$ cat src/logic/fe_pkg.sv
// constants, carriers and helpers for the dram bank memory item front end
`default_nettype none

package fe_pkg;

  // ****************************************************************
  // sizes
  // ****************************************************************
  localparam int N_ITEMS     = 2;
  localparam int OWN_W       = 1;
  localparam int ACCESS_W    = 128;
  localparam int NARROW_W    = 64;
  localparam int ITEM_DATA_W = 64;
  localparam int BANK_ADDR_W = 24;
  localparam int LIMIT_W     = 25;
  localparam int TAG_W       = 2;
  localparam int QUEUE_DEPTH = 4;
  localparam int QPTR_W      = 2;
  localparam int QCNT_W      = 3;
  localparam int GRANT_W     = 8;

  // ****************************************************************
  // values
  // ****************************************************************
  localparam logic [GRANT_W-1:0]     GRANT_CYCLES = 8'h32;
  localparam logic [BANK_ADDR_W-1:0] ITEM0_BASE   = 24'h00_0000;
  localparam logic [BANK_ADDR_W-1:0] ITEM1_BASE   = 24'h80_0000;
  localparam logic [LIMIT_W-1:0]     ITEM_WORDS   = 25'h080_0000;
  localparam logic [LIMIT_W-1:0]     BANK_WORDS   = 25'h100_0000;
  localparam logic [BANK_ADDR_W-1:0] FIFO_WORDS   = 24'hFF_FFFF;
  localparam logic [TAG_W-1:0]       TAG_DIRECT   = 2'h2;
  localparam logic [TAG_W-1:0]       TAG_FIFO     = 2'h3;
  localparam logic [QCNT_W-1:0]      QUEUE_FULL   = 3'h4;
  localparam int OPTIMAL_CLK_MHZ = 100;
  localparam int CORE_CLK_MHZ    = 250;

  // ****************************************************************
  // carriers
  // ****************************************************************
  typedef struct packed {
    logic                   valid;
    logic                   write;
    logic [BANK_ADDR_W-1:0] addr;
    logic [ITEM_DATA_W-1:0] data;
  } fe_item_req_s;

  typedef struct packed {
    logic                   valid;
    logic                   write;
    logic [BANK_ADDR_W-1:0] addr;
    logic [ACCESS_W-1:0]    data;
  } fe_req_s;

  typedef struct packed {
    logic                   valid;
    logic                   write;
    logic [TAG_W-1:0]       tag;
    logic [BANK_ADDR_W-1:0] addr;
    logic [ACCESS_W-1:0]    data;
  } fe_cmd_s;

  // ****************************************************************
  // helpers
  // ****************************************************************
  function automatic logic [BANK_ADDR_W-1:0] item_base(input int idx);
    return (idx == 0) ? ITEM0_BASE : ITEM1_BASE;
  endfunction

  function automatic logic [ACCESS_W-1:0] fit_width(
    input logic [ACCESS_W-1:0] d,
    input logic                narrow);
    return narrow ? {{(ACCESS_W-NARROW_W){1'b0}}, d[NARROW_W-1:0]} : d;
  endfunction

  function automatic logic [OWN_W-1:0] rr_next(
    input logic [OWN_W-1:0]   cur,
    input logic [N_ITEMS-1:0] pend);
    logic [OWN_W-1:0] pick;
    int               idx;
    pick = cur;
    for (int k = N_ITEMS; k >= 1; k--) begin
      idx = (int'(cur) + k) % N_ITEMS;
      if (pend[idx]) begin
        pick = OWN_W'(idx);
      end
    end
    return pick;
  endfunction

endpackage

`default_nettype wire

$ cat src/logic/fe_req_queue.sv
// in-order request queue with partition address translation
`default_nettype none

module fe_req_queue (
  input  wire logic                        clk_in,
  input  wire logic                        rst_n_in,
  input  wire fe_pkg::fe_req_s             req_in,
  input  wire logic [fe_pkg::BANK_ADDR_W-1:0] base_in,
  input  wire logic [fe_pkg::LIMIT_W-1:0]  limit_in,
  input  wire logic                        pop_in,
  output logic                             ready_out,
  output fe_pkg::fe_req_s                  head_out,
  output logic                             range_err_out
);
  import fe_pkg::*;

  fe_req_s           mem [QUEUE_DEPTH];
  logic [QPTR_W-1:0] wr_ptr;
  logic [QPTR_W-1:0] rd_ptr;
  logic [QCNT_W-1:0] count;

  wire logic in_range = {1'b0, req_in.addr} < limit_in;
  wire logic take     = req_in.valid & ready_out;
  wire logic push     = take & in_range;
  wire logic do_pop   = pop_in & (count != '0);
  wire logic [QCNT_W-1:0] next_count =
    count + QCNT_W'(push) - QCNT_W'(do_pop);
  wire logic [BANK_ADDR_W-1:0] bank_addr =
    BANK_ADDR_W'(base_in + req_in.addr);
  wire fe_req_s entry = {1'b1, req_in.write, bank_addr, req_in.data};
  wire fe_req_s head  = mem[rd_ptr];

  assign head_out = {count != '0, head.write, head.addr, head.data};

  always_ff @(posedge clk_in) begin
    if (push) begin
      mem[wr_ptr] <= entry;
    end
  end

  always_ff @(posedge clk_in) begin
    if (!rst_n_in) begin
      wr_ptr        <= '0;
      rd_ptr        <= '0;
      count         <= '0;
      ready_out     <= 1'b0;
      range_err_out <= 1'b0;
    end else begin
      wr_ptr        <= wr_ptr + QPTR_W'(push);
      rd_ptr        <= rd_ptr + QPTR_W'(do_pop);
      count         <= next_count;
      ready_out     <= next_count != QUEUE_FULL;
      range_err_out <= take & !in_range;
    end
  end

endmodule

`default_nettype wire

$ cat src/logic/fe_bank_front.sv
// dram bank front end: memory items, arbiter, direct and fifo paths
`default_nettype none

module fe_bank_front (
  input  wire logic                          CORE_CLK_IN,
  input  wire logic                          RESETN_IN,
  input  wire logic                          DIRECT_SEL_IN,
  input  wire logic                          FIFO_MODE_IN,
  input  wire logic                          NARROW_IN,
  input  wire fe_pkg::fe_item_req_s [fe_pkg::N_ITEMS-1:0] ITEM_REQ_IN,
  output logic [fe_pkg::N_ITEMS-1:0]         ITEM_READY_OUT,
  output logic [fe_pkg::N_ITEMS:0]           RANGE_ERR_OUT,
  output logic [fe_pkg::N_ITEMS-1:0]         ITEM_RD_VALID_OUT,
  output logic [fe_pkg::ITEM_DATA_W-1:0]     ITEM_RD_DATA_OUT,
  input  wire fe_pkg::fe_req_s               DIR_REQ_IN,
  output logic                               DIR_READY_OUT,
  output logic                               DIR_FULL_OUT,
  input  wire logic                          DIR_POP_IN,
  output logic                               DIR_AVAIL_OUT,
  output logic                               DIR_RD_VALID_OUT,
  output logic [fe_pkg::ACCESS_W-1:0]        DIR_RD_DATA_OUT,
  output fe_pkg::fe_cmd_s                    CMD_OUT,
  input  wire logic                          CMD_READY_IN,
  input  wire logic                          RD_VALID_IN,
  input  wire logic [fe_pkg::TAG_W-1:0]      RD_TAG_IN,
  input  wire logic [fe_pkg::ACCESS_W-1:0]   RD_DATA_IN
);
  import fe_pkg::*;

  // ****************************************************************
  // state
  // ****************************************************************
  logic [OWN_W-1:0]       owner;
  logic [GRANT_W-1:0]     win_left;
  logic [BANK_ADDR_W-1:0] fifo_wr_addr;
  logic [BANK_ADDR_W-1:0] fifo_issued;
  logic [BANK_ADDR_W-1:0] fifo_fetch;
  logic [BANK_ADDR_W-1:0] fifo_occ;
  logic                   fetch_busy;
  logic                   hold_v;

  fe_req_s [N_ITEMS:0]    q_req;
  fe_req_s [N_ITEMS:0]    q_head;
  logic    [N_ITEMS:0]    q_pop;
  logic    [N_ITEMS:0]    q_ready;
  logic    [N_ITEMS-1:0]  item_pend;

  // ****************************************************************
  // queues
  // ****************************************************************
  // no sync stages
  // inputs are used as they arrive: the user side shares this clock,
  // which may be any clock the user picks
  // any user clock
  genvar gi;
  generate
    for (gi = 0; gi < N_ITEMS; gi++) begin : g_item
      assign q_req[gi] = {ITEM_REQ_IN[gi].valid & !DIRECT_SEL_IN,
                          ITEM_REQ_IN[gi].write,
                          ITEM_REQ_IN[gi].addr,
                          {(ACCESS_W-ITEM_DATA_W){1'b0}},
                          ITEM_REQ_IN[gi].data};
      assign item_pend[gi]      = q_head[gi].valid;
      assign ITEM_READY_OUT[gi] = q_ready[gi];
      fe_req_queue u_queue (
        .clk_in        (CORE_CLK_IN),
        .rst_n_in      (RESETN_IN),
        .req_in        (q_req[gi]),
        .base_in       (item_base(gi)),
        .limit_in      (ITEM_WORDS),
        .pop_in        (q_pop[gi]),
        .ready_out     (q_ready[gi]),
        .head_out      (q_head[gi]),
        .range_err_out (RANGE_ERR_OUT[gi])
      );
    end
  endgenerate

  // ****************************************************************
  // direct path
  // ****************************************************************
  // fifo mode accepts only direct writes, placed at the tail while not full;
  // random access passes the address through untouched
  wire logic dir_fifo = DIRECT_SEL_IN & FIFO_MODE_IN;
  wire logic dir_ok   = !FIFO_MODE_IN | (DIR_REQ_IN.write & !DIR_FULL_OUT);
  wire logic [BANK_ADDR_W-1:0] dir_addr =
    FIFO_MODE_IN ? fifo_wr_addr : DIR_REQ_IN.addr;

  assign q_req[N_ITEMS] = {DIR_REQ_IN.valid & DIRECT_SEL_IN & dir_ok,
                           DIR_REQ_IN.write | FIFO_MODE_IN,
                           dir_addr,
                           fit_width(DIR_REQ_IN.data, NARROW_IN)};
  assign DIR_READY_OUT  = q_ready[N_ITEMS];

  fe_req_queue u_dir_queue (
    .clk_in        (CORE_CLK_IN),
    .rst_n_in      (RESETN_IN),
    .req_in        (q_req[N_ITEMS]),
    .base_in       ('0),
    .limit_in      (BANK_WORDS),
    .pop_in        (q_pop[N_ITEMS]),
    .ready_out     (q_ready[N_ITEMS]),
    .head_out      (q_head[N_ITEMS]),
    .range_err_out (RANGE_ERR_OUT[N_ITEMS])
  );

  // ****************************************************************
  // command selection
  // ****************************************************************
  wire logic cmd_free  = !CMD_OUT.valid | CMD_READY_IN;
  wire logic own_pend  = item_pend[owner];
  wire logic win_open  = win_left != '0;
  wire logic item_fire = !DIRECT_SEL_IN & cmd_free & own_pend & win_open;
  wire logic dir_fire  = DIRECT_SEL_IN & cmd_free & q_head[N_ITEMS].valid;
  wire logic fetch_go  = dir_fifo & cmd_free & !q_head[N_ITEMS].valid &
                         !hold_v & !fetch_busy & (fifo_fetch != fifo_issued);
  wire logic rotate    = !DIRECT_SEL_IN & (!win_open | !own_pend);

  wire fe_req_s own_head = q_head[owner];
  wire fe_req_s dir_head = q_head[N_ITEMS];

  fe_cmd_s next_cmd;
  assign next_cmd =
    item_fire ? {1'b1, own_head.write, TAG_W'(owner), own_head.addr,
                 own_head.data} :
    dir_fire  ? {1'b1, dir_head.write, TAG_DIRECT, dir_head.addr,
                 dir_head.data} :
    fetch_go  ? {1'b1, 1'b0, TAG_FIFO, fifo_fetch, {ACCESS_W{1'b0}}} :
                {1'b0, 1'b0, TAG_DIRECT, {BANK_ADDR_W{1'b0}},
                 {ACCESS_W{1'b0}}};

  generate
    for (gi = 0; gi < N_ITEMS; gi++) begin : g_pop
      assign q_pop[gi] = item_fire & (owner == OWN_W'(gi));
    end
  endgenerate
  assign q_pop[N_ITEMS] = dir_fire;

  // ****************************************************************
  // fifo bookkeeping
  // ****************************************************************
  wire logic fifo_enq  = dir_fifo & q_req[N_ITEMS].valid & DIR_READY_OUT;
  wire logic fifo_pop  = DIR_POP_IN & hold_v;
  wire logic fifo_ret  = RD_VALID_IN & (RD_TAG_IN == TAG_FIFO);
  wire logic dir_ret   = RD_VALID_IN & (RD_TAG_IN == TAG_DIRECT);
  wire logic [BANK_ADDR_W-1:0] next_occ =
    fifo_occ + BANK_ADDR_W'(fifo_enq) - BANK_ADDR_W'(fifo_pop);

  // ****************************************************************
  // registers
  // ****************************************************************
  always_ff @(posedge CORE_CLK_IN) begin
    if (!RESETN_IN) begin
      CMD_OUT <= '0;
    end else if (cmd_free) begin
      CMD_OUT <= next_cmd;
    end
  end

  always_ff @(posedge CORE_CLK_IN) begin
    if (!RESETN_IN) begin
      owner    <= '0;
      win_left <= GRANT_CYCLES;
    end else if (rotate) begin
      owner    <= rr_next(owner, item_pend);
      win_left <= GRANT_CYCLES;
    end else if (own_pend) begin
      win_left <= win_left - GRANT_W'(1);
    end
  end

  always_ff @(posedge CORE_CLK_IN) begin
    if (!RESETN_IN) begin
      fifo_wr_addr <= '0;
      fifo_issued  <= '0;
      fifo_fetch   <= '0;
      fifo_occ     <= '0;
      fetch_busy   <= 1'b0;
      hold_v       <= 1'b0;
      DIR_FULL_OUT <= 1'b0;
    end else begin
      fifo_wr_addr <= fifo_wr_addr + BANK_ADDR_W'(fifo_enq);
      fifo_issued  <= fifo_issued + BANK_ADDR_W'(dir_fire & dir_fifo);
      fifo_fetch   <= fifo_fetch + BANK_ADDR_W'(fetch_go);
      fifo_occ     <= next_occ;
      fetch_busy   <= fetch_go | (fetch_busy & !fifo_ret);
      hold_v       <= fifo_ret | (hold_v & !fifo_pop);
      DIR_FULL_OUT <= next_occ == FIFO_WORDS;
    end
  end

  // read data goes back to the requester named by the tag
  always_ff @(posedge CORE_CLK_IN) begin
    if (!RESETN_IN) begin
      ITEM_RD_VALID_OUT <= '0;
      ITEM_RD_DATA_OUT  <= '0;
      DIR_RD_VALID_OUT  <= 1'b0;
      DIR_RD_DATA_OUT   <= '0;
      DIR_AVAIL_OUT     <= 1'b0;
    end else begin
      for (int i = 0; i < N_ITEMS; i++) begin
        ITEM_RD_VALID_OUT[i] <= RD_VALID_IN & (RD_TAG_IN == TAG_W'(i));
      end
      ITEM_RD_DATA_OUT <= RD_DATA_IN[ITEM_DATA_W-1:0];
      DIR_RD_VALID_OUT <= dir_ret;
      DIR_AVAIL_OUT    <= fifo_ret | (hold_v & !fifo_pop);
      if (dir_ret | fifo_ret) begin
        DIR_RD_DATA_OUT <= fit_width(RD_DATA_IN, NARROW_IN);
      end
    end
  end

endmodule

`default_nettype wire

$ cat config.mk
export PLATFORM = sky130hd
export DESIGN_NAME = fe_bank_front
export DESIGN_NICKNAME = d
export VERILOG_FILES = /design/src/logic/fe_pkg.sv /design/src/logic/fe_req_queue.sv /design/src/logic/fe_bank_front.sv
export SDC_FILE = /design/constraint.sdc
export NUM_CORES = 2
export LEC_CHECK = 0
export BUFFER_PORTS_ARGS = -buffer_cell sky130_fd_sc_hd__buf_4
export CAP_MARGIN = 10
export CORE_ASPECT_RATIO = 1.75
export CORE_MARGIN = 2
export CORE_UTILIZATION = 58
export DETAILED_ROUTE_END_ITERATION = 6
export PLACE_DENSITY = 0.8
export SYNTH_ARGS = -nofsm -noshare
export SYNTH_HDL_FRONTEND = slang
export SYNTH_SLANG_ARGS = --single-unit
export TNS_END_PERCENT = 1
$ cat constraint.sdc
create_clock -name CORE_CLK_IN -period 38.6 [get_ports CORE_CLK_IN]
set_input_delay 1.93 -clock CORE_CLK_IN [delete_from_list [all_inputs] [get_ports CORE_CLK_IN]]
set_output_delay 1.93 -clock CORE_CLK_IN [all_outputs]
set_load 0.02 [all_outputs]
==> run metrics <==
vias in the first global route 40600; critical path's slowest cell a21oi_1; critical path data required time 39.28 ns; Die W 264 um; relative slew slack 13.6%; Worst Setup EP DIR_FULL_OUT; drt via density 6.22; final hold vios 0; Max Cap Viol 0; placed cell count 6227; routed via count 40800; DR iter-0 viols 4130; total CTS buffers 155; DRT antenna net count 0; crit path launch DIRECT_SEL_IN; peak supply drop 0.0000585 V; largest net degree at the start of global routing 148; clk_lat worst skew 0.79 ns; R2R Path End DIR_FULL_OUT; startpoint types input pin; total core area 117000 um^2; final net count 5392; CP arrival 6.33 ns; Fin Setup TNS 0 ns; grt ovf 0; H-tree Lvls 4; area delta synth->final 18.9%; Max Clock Freq 177 MHz; flops & latches, synth 1809; worst min-delay path class register to register; total power after layout 4.59 mW; ys flop type edfxtp_1; WL final 197 mm; port bufs 829; r2r setup slk 33.89 ns; first-pass GRT wire length 279 mm; root buffer cell clkbuf_16; share of layout cells above drive strength 1 31.9%; most used cell, CP ha_1; Rows 166; Synth area leader edfxtp_1; initial antenna violation count 63; Post-Layout Cell Count 6561; Post-synth ARST share 0%; Max Root-Sink Buffers 3; CP peak stage delay 0.58 ns; Seq/Total Area, Yosys 72.2%; worst clock skew 0.0292 ns; DP Worst Slack 32.20 ns; Post-synth EDFFs 1324; Crit Path Category input pin to register; violated checks design-rule violations; worst hold margin 0.453 ns; P_leak 28.3 nW; RSZ-0062 raised after global routing false; final-report setup violation count 0; Max Slew Vio Count 0; maximum fanout along the worst path 11; status complete, but fails checks; Ys Warns 0; All-Layer GR Usage 32.4%; RR Startpoint DIR_FULL_OUT; Mapped Nets 4613; ranking of synthesized cells by area edfxtp_1 (58%), dfxtp_1 (14%), mux4_2 (11%), mux2_2 (1.8%), nor2_1 (1.5%); hpwl dp 130 mm; worst setup margin 32.96 ns; CTS tree done; placer congestion estimate 0.896; cell with the most instances after synthesis edfxtp_1; initial core utilization 58.5%; die area 121000 um^2; hold_sp DIR_RD_DATA_OUT[115]; CTS resizes 0; synth cell count leaders edfxtp_1 (1324), dfxtp_1 (485), mux4_2 (331), nor2_1 (274), nand2_1 (236); DR WL/cell 30.1 um; worst slew pin tran 1.30 ns; min Tclk post-route 5.64 ns; quantity of hold-fixing buffers added after cts 0; post-CTS setup buffer count 0; hold path cells 2; Die H 459 um; top cell type's share of synthesized area 58.0%; Sink Count 1809; cell area after synthesis 68500 um^2; FF-to-FF path depth 16; io pins 831; part of the cycle the worst path needs 14.6%; Worst setup EP type register; syn avg cell area 16.7 um^2; post-synth cell types 68; clk slew on worst S/H paths 0.06 ns; Residual DRC 2; first drt pass iteration count 7; pwr dens 56.3 nW/um^2; Synth Instances 4093; CP Cell Sequence buf_4 > nand3_1 > a21oi_1 > nand2_1 > ha_1 > inv_1 > ha_1 > fa_1 > a21o_1 > a221oi_2 > o211ai_2 > and3_4 > o41ai_4 > or4b_1 > o21ai_1 > o2111ai_1 > nor4_2
area by class of cell:
class                      count  area [um^2]
multi-input combinational   1977        18000
inverter                      50          195
sequential                  1809        49500
clock inverter                79          842
tap                         1512         1890
timing repair buffer         879         6620
fill                        7392        35700
antenna                       47          118
clock buffer                 208         4300
flip-flops by register name, indices dropped and copies added, names as in the netlist, 3 cells and up:
| name | flops |
|---|---|
| g_item.u_queue.mem | 712 |
| u_dir_queue.mem | 612 |
| CMD_OUT | 156 |
| DIR_RD_DATA_OUT | 128 |
| ITEM_RD_DATA_OUT | 64 |
| fifo_fetch | 24 |
| fifo_issued | 24 |
| fifo_occ | 24 |
| fifo_wr_addr | 24 |
| win_left | 8 |
| g_item.u_queue.count | 6 |
| g_item.u_queue.rd_ptr | 4 |
| g_item.u_queue.wr_ptr | 4 |
| u_dir_queue.count | 3 |
placed cells by master, fill, tap and decap left out, types with 7 or more instances in the layout:
cell       count
nor3_1        83
buf_4        877
clkbuf_1      35
ha_1          44
xnor2_1       66
nand2_1      235
nor2b_1       66
nand3b_1      64
mux4_2       331
inv_1         50
and3_1        20
dfxtp_4        7
mux2_2       112
nand3_1       41
clkinv_1      17
and2_1        93
inv_6          8
clkbuf_8      14
nand4_1       20
a211oi_1      24
dfxtp_1      478
nor2_1       271
bufinv_16     12
a221oi_1      65
nor3b_1        7
a22oi_1       65
and4_1         7
a21oi_1      161
a21o_1        10
edfxtp_1    1324
o2111ai_1      7
clkinv_2      27
clkbuf_16    159
a222oi_1      22
or3_1         15
diode_2       47
xor2_1        52
o21ai_0       18
nor4_1         8
logic make-up after synthesis:
kind of cell    synth area share [%]
fa+ha+maj                      0.920
compound gates                  3.99
xor+xnor                        1.51
mux                             12.8
flops                           72.2
other cells                  0.00547
simple gates                    6.93
buf+inv                         1.72
stage by stage:
| step | util (%) | area [um^2] |
|---|---|---|
| CTS | 69.5 | 81400 |
| floorplan | - | 68500 |
| finish | 69.6 | 81500 |
| global route | 69.5 | 81400 |
| global placement | 65.1 | 76200 |
| detailed placement | 65.1 | 76200 |
metal layers:
layer  GRT usage (%)  vias up  part of all wire, %
met5               0        -                 0.13
met4            22.4       40                  7.1
met3            10.2      478                   10
met2            53.4     2364                   50
met1            36.0    20600                   32
li1                -    17400                    -
worst min path at each step:
stage                                                 end  slack (ns)
after global placement                DIR_RD_DATA_OUT[97]        0.44
after global routing                  DIR_RD_DATA_OUT[66]        0.47
after floorplan           g_item[1].u_queue.range_err_out        0.45
final                                DIR_RD_DATA_OUT[115]        0.45
after CTS                            DIR_RD_DATA_OUT[115]        0.45
after detailed placement             DIR_RD_DATA_OUT[115]        0.44
critical path, delay by kind of cell:
family / cells / cell delay [ns]
AOI/OAI and AO/OA: 7 / 1.99
and+or+nand+nor: 5 / 1.16
adders and majority gates: 3 / 0.99
buffers and inverters: 2 / 0.24
power by group:
group	switching, mW	internal (mW)	total, mW
Combinational	0.453	0.340	0.793
Sequential	0.0613	2.16	2.22
Clock	0.703	0.873	1.58
No activity file was read; power rests on OpenSTA's default activity.
